File: config.mk
export PLATFORM = sky130hd
export DESIGN_NAME = gls_ctrl
export DESIGN_NICKNAME = d
export VERILOG_FILES = /design/src/core/gls_pkg.sv /design/src/core/gls_ctrl.sv
export SDC_FILE = /design/constraint.sdc
export NUM_CORES = 1
export LEC_CHECK = 0
export ABC_AREA = 1
export CAP_MARGIN = 20
export CORE_ASPECT_RATIO = 0.75
export CORE_MARGIN = 2
export CORE_UTILIZATION = 41
export DETAILED_ROUTE_END_ITERATION = 7
export DONT_BUFFER_PORTS = 1
export SLEW_MARGIN = 20
export SYNTH_ARGS = -nofsm -noshare
export SYNTH_HDL_FRONTEND = slang
export SYNTH_SLANG_ARGS = --single-unit
File: constraint.sdc
create_clock -name i_sys_clk -period 17.2 [get_ports i_sys_clk]
set_clock_uncertainty 0.1 [all_clocks]
set_input_delay 3.44 -clock i_sys_clk [delete_from_list [all_inputs] [get_ports i_sys_clk]]
set_output_delay 3.44 -clock i_sys_clk [all_outputs]
set_load 0.1 [all_outputs]
File: src/core/gls_pkg.sv
// Constants for the gate lock safety output controller
package gls_pkg;
	// ----------------------------------------------------------------
	// Clock and time base
	// ----------------------------------------------------------------
	localparam int CLK_PERIOD_NS = 8;
	localparam int TICK_NS       = 1000000;
	localparam int TICK_CYCLES   = (TICK_NS + CLK_PERIOD_NS - 1) / CLK_PERIOD_NS;
	localparam int MS_PER_S      = 1000;
	// ----------------------------------------------------------------
	// Times in their own units, counts in 1 ms ticks
	// ----------------------------------------------------------------
	localparam int RELOCK_MS        = 500;
	localparam int LEARN_WAIT_S     = 20;
	localparam int CONFIRM_S        = 120;
	localparam int HOLD_TEST_MS     = 50;
	localparam int SLOW_PERIOD_MS   = 1000;
	localparam int FAST_PERIOD_MS   = 200;
	localparam int RELOCK_TICKS     = RELOCK_MS;
	localparam int LEARN_WAIT_TICKS = LEARN_WAIT_S * MS_PER_S;
	localparam int CONFIRM_TICKS    = CONFIRM_S * MS_PER_S;
	localparam int HOLD_TEST_TICKS  = HOLD_TEST_MS;
	// ----------------------------------------------------------------
	// Learning
	// ----------------------------------------------------------------
	localparam int MAX_LEARN = 8;
	localparam int ID_W      = 32;
	localparam int TMR_W     = 18;
	localparam int FL_W      = 10;
	// ----------------------------------------------------------------
	// States
	// ----------------------------------------------------------------
	typedef enum logic [1:0] {HT_RUN, HT_PASS, HT_FAIL} gls_ht_t;
	typedef enum logic [1:0] {LR_IDLE, LR_SLOW, LR_FAST} gls_lr_t;
endpackage : gls_pkg

File: src/core/gls_ctrl.sv
// Safety output, guard locking and actuator learning control
`timescale 1ns/1ps
module gls_ctrl
	import gls_pkg::*;
#(
	parameter int TICK_CYC  = TICK_CYCLES,
	parameter int WAIT_TK   = LEARN_WAIT_TICKS,
	parameter int CONFIRM_TK = CONFIRM_TICKS
) (
	// Clock and reset (reset is the power cycle)
	input  wire logic            i_sys_clk,
	input  wire logic            i_reset,
	// Nonvolatile store erase, variant strap
	input  wire logic            i_nv_clear,
	input  wire logic            i_fully_coded,
	// Actuator detection
	input  wire logic            i_act_present,
	input  wire logic [ID_W-1:0] i_act_id,
	input  wire logic            i_act_single,
	// Lock request and magnet monitoring
	input  wire logic            i_lock_request_input,
	input  wire logic            i_hold_ok,
	input  wire logic            i_wind_open,
	input  wire logic            i_wind_short,
	input  wire logic            i_supply_low,
	// Safety outputs and magnet drive
	output logic                 o_safe_out_1,
	output logic                 o_safe_out_2,
	output logic                 o_magnet_on,
	// Indicators and learning status
	output logic                 o_lock_green,
	output logic                 o_lock_red,
	output logic                 o_gate_yellow,
	output logic                 o_learn_refused,
	output logic [3:0]           o_learn_left
);
	// ----------------------------------------------------------------
	// Millisecond tick and flash phase
	// ----------------------------------------------------------------
	logic [17:0]     tick_cnt_reg;
	logic            tick_reg;
	logic [FL_W-1:0] fl_cnt_reg;

	always_ff @(posedge i_sys_clk) begin
		if (i_reset || tick_cnt_reg == 18'(TICK_CYC - 1)) begin
			tick_cnt_reg <= '0;
		end else begin
			tick_cnt_reg <= tick_cnt_reg + 18'h1;
		end
		tick_reg <= !i_reset && tick_cnt_reg == 18'(TICK_CYC - 1);
	end

	always_ff @(posedge i_sys_clk) begin
		if (i_reset || (tick_reg && fl_cnt_reg == FL_W'(SLOW_PERIOD_MS - 1))) begin
			fl_cnt_reg <= '0;
		end else if (tick_reg) begin
			fl_cnt_reg <= fl_cnt_reg + 10'h1;
		end
	end

	// ----------------------------------------------------------------
	// Nonvolatile learning store
	// ----------------------------------------------------------------
	// Survives the power cycle: only the erase input clears it.
	logic [ID_W-1:0] hist_reg [MAX_LEARN+1];
	logic [3:0]      hist_n_reg;
	logic [ID_W-1:0] nv_id_reg;
	logic [ID_W-1:0] nv_cand_reg;
	logic            nv_valid_reg;
	logic            nv_pend_reg;
	logic [3:0]      left_reg;
	logic            fully_reg;
	gls_lr_t         lr_state;
	logic [TMR_W-1:0] lr_cnt_reg;
	logic [ID_W-1:0] cand_reg;

	function automatic logic in_hist(input logic [ID_W-1:0] id, input logic [3:0] n);
		logic hit;
		hit = 1'b0;
		for (int k = 0; k <= MAX_LEARN; k++) begin
			if (4'(k) < n && hist_reg[k] == id) begin
				hit = 1'b1;
			end
		end
		return hit;
	endfunction : in_hist

	logic id_match;
	logic learn_first;
	logic learn_ok;
	assign id_match    = i_act_present && nv_valid_reg && i_act_id == nv_id_reg;
	assign learn_first = i_act_present && !nv_valid_reg && lr_state == LR_IDLE;
	assign learn_ok    = fully_reg && i_act_single && left_reg != 4'h0
		&& !in_hist(i_act_id, hist_n_reg);

	always_ff @(posedge i_sys_clk) begin
		if (i_reset) begin
			fully_reg <= i_fully_coded;
		end
	end

	always_ff @(posedge i_sys_clk) begin
		if (i_nv_clear) begin
			nv_valid_reg <= 1'b0;
			nv_pend_reg  <= 1'b0;
			hist_n_reg   <= 4'h0;
			left_reg     <= 4'(MAX_LEARN);
		end else if (i_reset) begin
			if (nv_pend_reg) begin
				nv_id_reg             <= nv_cand_reg;
				left_reg              <= left_reg - 4'h1;
				hist_reg[hist_n_reg]  <= nv_cand_reg;
				hist_n_reg            <= hist_n_reg + 4'h1;
				nv_pend_reg           <= 1'b0;
			end
		end else begin
			// Pending only while the confirmation window is open
			nv_pend_reg <= lr_state == LR_FAST;
			if (lr_state == LR_SLOW) begin
				nv_cand_reg <= cand_reg;
			end
			if (learn_first) begin
				nv_id_reg            <= i_act_id;
				nv_valid_reg         <= 1'b1;
				hist_reg[hist_n_reg] <= i_act_id;
				hist_n_reg           <= hist_n_reg + 4'h1;
			end
		end
	end

	// ----------------------------------------------------------------
	// Teach-in sequence
	// ----------------------------------------------------------------
	// Removing the actuator or swapping it mid-sequence abandons it.
	logic cand_gone;
	assign cand_gone = !i_act_present || i_act_id != cand_reg;

	always_ff @(posedge i_sys_clk) begin
		if (i_reset) begin
			lr_state   <= LR_IDLE;
			lr_cnt_reg <= '0;
			cand_reg   <= '0;
		end else begin
			case (lr_state)
				LR_IDLE: begin
					lr_cnt_reg <= '0;
					if (i_act_present && nv_valid_reg && !id_match && learn_ok) begin
						cand_reg <= i_act_id;
						lr_state <= LR_SLOW;
					end
				end
				LR_SLOW: begin
					if (cand_gone) begin
						lr_state <= LR_IDLE;
					end else if (tick_reg && lr_cnt_reg == TMR_W'(WAIT_TK - 1)) begin
						lr_cnt_reg <= '0;
						lr_state   <= LR_FAST;
					end else if (tick_reg) begin
						lr_cnt_reg <= lr_cnt_reg + 18'h1;
					end
				end
				LR_FAST: begin
					if (cand_gone || (tick_reg && lr_cnt_reg == TMR_W'(CONFIRM_TK - 1))) begin
						lr_state <= LR_IDLE;
					end else if (tick_reg) begin
						lr_cnt_reg <= lr_cnt_reg + 18'h1;
					end
				end
				default: lr_state <= LR_IDLE;
			endcase
		end
	end

	// ----------------------------------------------------------------
	// Power-up holding force test
	// ----------------------------------------------------------------
	gls_ht_t          ht_state;
	logic [TMR_W-1:0] ht_cnt_reg;

	always_ff @(posedge i_sys_clk) begin
		if (i_reset) begin
			ht_state   <= HT_RUN;
			ht_cnt_reg <= '0;
		end else begin
			case (ht_state)
				HT_RUN: begin
					if (tick_reg && ht_cnt_reg == TMR_W'(HOLD_TEST_TICKS - 1)) begin
						ht_state <= i_hold_ok ? HT_PASS : HT_FAIL;
					end else if (tick_reg) begin
						ht_cnt_reg <= ht_cnt_reg + 18'h1;
					end
				end
				HT_PASS: ht_state <= HT_PASS;
				HT_FAIL: ht_state <= HT_FAIL;
				default: ht_state <= HT_FAIL;
			endcase
		end
	end

	// ----------------------------------------------------------------
	// Guard locking, faults and safety outputs
	// ----------------------------------------------------------------
	logic             mag_fault_reg;
	logic             forced_reg;
	logic             lock_err_reg;
	logic [TMR_W-1:0] low_cnt_reg;
	logic             relock_ok;
	logic             wind_bad;
	logic             magnet_next;
	logic             safe_next;
	logic             locked;

	assign wind_bad  = i_wind_open || i_wind_short;
	assign locked    = o_magnet_on && ht_state == HT_PASS;
	assign relock_ok = low_cnt_reg == TMR_W'(RELOCK_TICKS);
	assign magnet_next = ht_state == HT_RUN || (i_lock_request_input && id_match
		&& ht_state == HT_PASS && !lock_err_reg && !forced_reg && !mag_fault_reg && !i_supply_low);
	assign safe_next = magnet_next && ht_state == HT_PASS && !wind_bad;

	// Lock and forced-opening errors clear only after a long enough low phase of the request, or at reset
	always_ff @(posedge i_sys_clk) begin
		if (i_reset || i_lock_request_input) begin
			low_cnt_reg <= '0;
		end else if (tick_reg && !relock_ok) begin
			low_cnt_reg <= low_cnt_reg + 18'h1;
		end
	end

	always_ff @(posedge i_sys_clk) begin
		if (i_reset) begin
			mag_fault_reg <= 1'b0;
		end else if (o_magnet_on && wind_bad) begin
			mag_fault_reg <= 1'b1;
		end
	end

	always_ff @(posedge i_sys_clk) begin
		if (i_reset) begin
			forced_reg   <= 1'b0;
			lock_err_reg <= 1'b0;
		end else begin
			if (locked && !i_act_present) begin
				forced_reg <= 1'b1;
			end else if (!i_lock_request_input && relock_ok) begin
				forced_reg <= 1'b0;
			end
			if (i_lock_request_input && ht_state != HT_RUN
				&& (!id_match || i_supply_low || ht_state == HT_FAIL || mag_fault_reg)) begin
				lock_err_reg <= 1'b1;
			end else if (!i_lock_request_input && relock_ok) begin
				lock_err_reg <= 1'b0;
			end
		end
	end

	always_ff @(posedge i_sys_clk) begin
		if (i_reset) begin
			o_magnet_on  <= 1'b0;
			o_safe_out_1 <= 1'b0;
			o_safe_out_2 <= 1'b0;
		end else begin
			o_magnet_on  <= magnet_next;
			o_safe_out_1 <= safe_next;
			o_safe_out_2 <= safe_next;
		end
	end

	// ----------------------------------------------------------------
	// Indicators
	// ----------------------------------------------------------------
	always_ff @(posedge i_sys_clk) begin
		if (i_reset) begin
			o_lock_green    <= 1'b0;
			o_lock_red      <= 1'b0;
			o_gate_yellow   <= 1'b0;
			o_learn_refused <= 1'b0;
			o_learn_left    <= 4'h0;
		end else begin
			o_lock_green    <= locked;
			o_lock_red      <= lock_err_reg || forced_reg;
			o_learn_refused <= lr_state == LR_IDLE && i_act_present && nv_valid_reg
				&& !id_match && !learn_ok;
			o_learn_left    <= left_reg;
			case (lr_state)
				LR_SLOW: o_gate_yellow <= fl_cnt_reg < FL_W'(SLOW_PERIOD_MS / 2);
				LR_FAST: o_gate_yellow <= fl_cnt_reg % FL_W'(FAST_PERIOD_MS)
					< FL_W'(FAST_PERIOD_MS / 2);
				default: o_gate_yellow <= id_match;
			endcase
		end
	end
endmodule : gls_ctrl

==> results.cfg <==
[floorplanning]
core_area_um2 = 57300
ioPinCount = 54
die_height_um = 212
die_w_um = 282
die_area_um2 = 59900
row_count = 76
initial_core_util = 0.414

[synth]
synth_flop_cell = edfxtp_1
synthAdderAreaFrac = 0.00895
synth-simple-area-share = 0.213
synth_xor_area_frac = 0.0818
async_flop_share = 0
ys.warnings.count = 0
synth_edf_count = 353
synth_top_family_by_area = simple AND/OR/NAND/NOR gates
yosysUniqueCellTypes = 52
syn_area_um2 = 23800
synth_top_cell_by_area = edfxtp_1
syn_area_per_cell_um2 = 9.17
synth_seq_cells = 495
synthCells = 2591
seq_area_frac_synth = 0.566
synth_fp_nets = 2651
netlist.area_leader.share = 0.446
synth_compound_area_frac = 0.0678
synth_mux_area_frac = 0
synth_area_leaders = edfxtp_1 45%, dfxtp_1 12%, nand2_1 10%

[placement]
dp.cells = 3315
io_buffers = 0
hpwl_um = 46100
place_area_um2 = 24500
gp_congestion = 0.922

[power_and_ir_drop]
p_per_area_nw_per_um2 = 97.7
leakage_nw = 9.72
pwr-share-clk = 0.428
ir_drop_mv = 0.0752
seq_power_share = 0.509
p_sw_uw = 604
power_mw = 2.56
switching_share = 0.236
internal-power_mw = 1.96
combPwrFrac = 0.063

[detailed_routing]
num_vias = 17600
wl_met1_um = 30900
drc = 0
avgViaCountPerCell = 5.16
drtAntennaViolNets = 0
drt-total-wl_um = 66700
drt_iter0_drc = 1900
wl_per_cell_um = 19.6
met2_length_um = 28300
dr.max_layer_used = met4
route.met3.wl_um = 6440
dr.pass1.iters = 5

[cts]
h-tree-depth = 2
hold_buffers = 0
cts_sinks = 495
cts_buffers = 50
clk_pin_slew_ps = 60
cts.path.max_buffers = 3
clk-insertion-delay-late_ps = 620
cts_tree = yes
cts_root_buf = clkbuf_16
cts_setup_buffers = 0
post_cts_resized = 0

[critical_path]
crit_path_end_kind = flip-flop
crit_arrival_ps = 6520
reg2reg_depth = 11
worstPathMaxFanout = 105
cp_slowest_cell = nor3_2
r2r_slack_ps = 13070
worst-path-buf-inv = 3
critPathTopFamily = simple AND/OR/NAND/NOR gates
reg2reg_from = lr_state[1]
crit_path_frequent_cell = nor2_1
crit_chain = nor2_1 -> nand3_1 -> inv_1 -> nor2_1 -> nor2_4 -> clkinv_1 -> nor3_2 -> buf_4
worstSetupStartpointType = primary input
r2r_end = hist_reg[5][1]
critical_path.max_stage_delay_ps = 790
worstPathRequired_ps = 17350
critPathKind = in2reg

[min_path]
hold_end = tick_cnt_reg[0]
hold_depth = 1
hold_path.class = reg2reg
hold_path_startpoint = tick_cnt_reg[0]

[timing]
rsz0062_at_grt = no
setup_tns_ps = 0
setup_viol = 0
slew_headroom = 0.240
tightest_slew_ps = 1130
hold_viol = 0
fin_crit_sh = 0.370
fmaxAchievable_mhz = 157
finalMaxSlewViolations = 0
min_period_ps = 6370

[grt]
grt_pass1_wl_um = 98700
grt_max_degree = 106
grt_pass1_vias = 16200
antenna_found_initial = 2
grt_usage = 0.222
grt-ovfl-total = 0

[layout]
largest_register_ffs = 288
fin_util = 0.458
final_layout_size_suffix_gt1_frac = 0.0635
syn2layout_area_growth_pct = 10.4
design_area_um2 = 26200
layoutNonFillerInstCount = 3411
nFillCells = 5423
layout.nets = 2650

[flow_run]
drv_cap = 0

[run_status]
outcome = completed
cell type report:
cell class | count | area [µm²] | area share
sequential | 495 | 13400 | 0.512
multi-input combinational | 1747 | 8890 | 0.339
clock buffer | 67 | 1370 | 0.0521
tap | 780 | 976 | 0.0372
inverter | 258 | 971 | 0.0370
timing repair buffer | 38 | 329 | 0.0125
clock inverter | 25 | 251 | 0.00959
antenna | 1 | 2.50 | 0.0000954
cells in the mapped netlist, drive strengths merged (2+ instances only):
cell type	instances
o21ai	159
clkinv	4
xor2	84
buf	52
nor3b	7
edfxtp	353
a31oi	5
clkbuf	39
dfxtp	142
a21oi	87
a221oi	6
nand3	86
or2	21
nor2	294
inv	254
o211ai	3
o21a	8
nand2	662
a211oi	2
and3	4
nor3	84
nor4	19
ha	17
o221a	2
nand4	38
o21bai	7
xnor2	138
o22ai	9
worst register-to-register path, cell delays in order (launching register included):
cell and delay (ps):
dfxtp_1 330, inv_1 100, ha_1 190, clkinv_1 110, nor2_1 160, nand3_1 120, inv_1 110, nor2_1 130
nor2_4 550, clkinv_1 600, nor3_2 790, buf_4 480
metal layers:
metal	track usage	vias up
met5	0	-
met3	0.0520	76
met1	0.332	8374
met4	0.0471	0
met2	0.328	628
li1	-	8520
cell usage in the layout, fill, tap and decap left out, drive strengths merged, types with 4 or more instances in the layout:
cell type / instances
clkbuf: 68
dfxtp: 142
o21bai: 7
a221oi: 6
clkinvlp: 4
nand4: 38
or2: 21
buf: 37
bufinv: 4
nor3b: 7
o22ai: 9
a21oi: 87
nor4: 19
xor2: 84
nand2: 662
o21ai: 159
ha: 17
a31oi: 5
nor3: 84
nor2: 294
o21a: 8
clkinv: 20
nand3: 86
inv: 255
edfxtp: 353
xnor2: 138
and3: 4
kinds of logic (layout without fill, tap and decap cells):
family                     count (synthesis)  count (layout)
other                                      0               1
buffers and inverters                    349             388
adders and majority gates                 17              17
and+or+nand+nor                         1216            1216
AOI/OAI and AO/OA                        292             292
DFF                                      495             495
xor gates and xnor gates                 222             222
metrics by stage:
step	hold slack (ps)	setup WS, ps
final	358	10830
after global routing	373	10570
after CTS	363	10190
after detailed placement	346	9570
after global placement	324	9770
after floorplan	318	8480
power groups by stage:
| stage | combinational (mW) | clock (mW) | sequential [mW] |
|---|---|---|---|
| after detailed placement | 0.159 | 0 | 1.33 |
| after global placement | 0.155 | 0 | 1.33 |
| after floorplan | 0.123 | 0 | 1.33 |
| final | 0.162 | 1.10 | 1.30 |
| after CTS | 0.159 | 1.12 | 1.30 |
| after global routing | 0.176 | 1.16 | 1.31 |
worst max path at each step:
stage                       start              to  slack [ps]  cells past startpoint
after global placement    i_reset  hist_reg[6][0]        9770                      8
after floorplan           i_reset  hist_reg[1][0]        8480                      7
final                     i_reset  hist_reg[5][1]       10830                      8
after detailed placement  i_reset  hist_reg[7][6]        9570                      8
after global routing      i_reset  hist_reg[5][2]       10570                      8
after CTS                 i_reset  hist_reg[7][1]       10190                      8
Note: power is estimated with default switching activity, not from simulation.
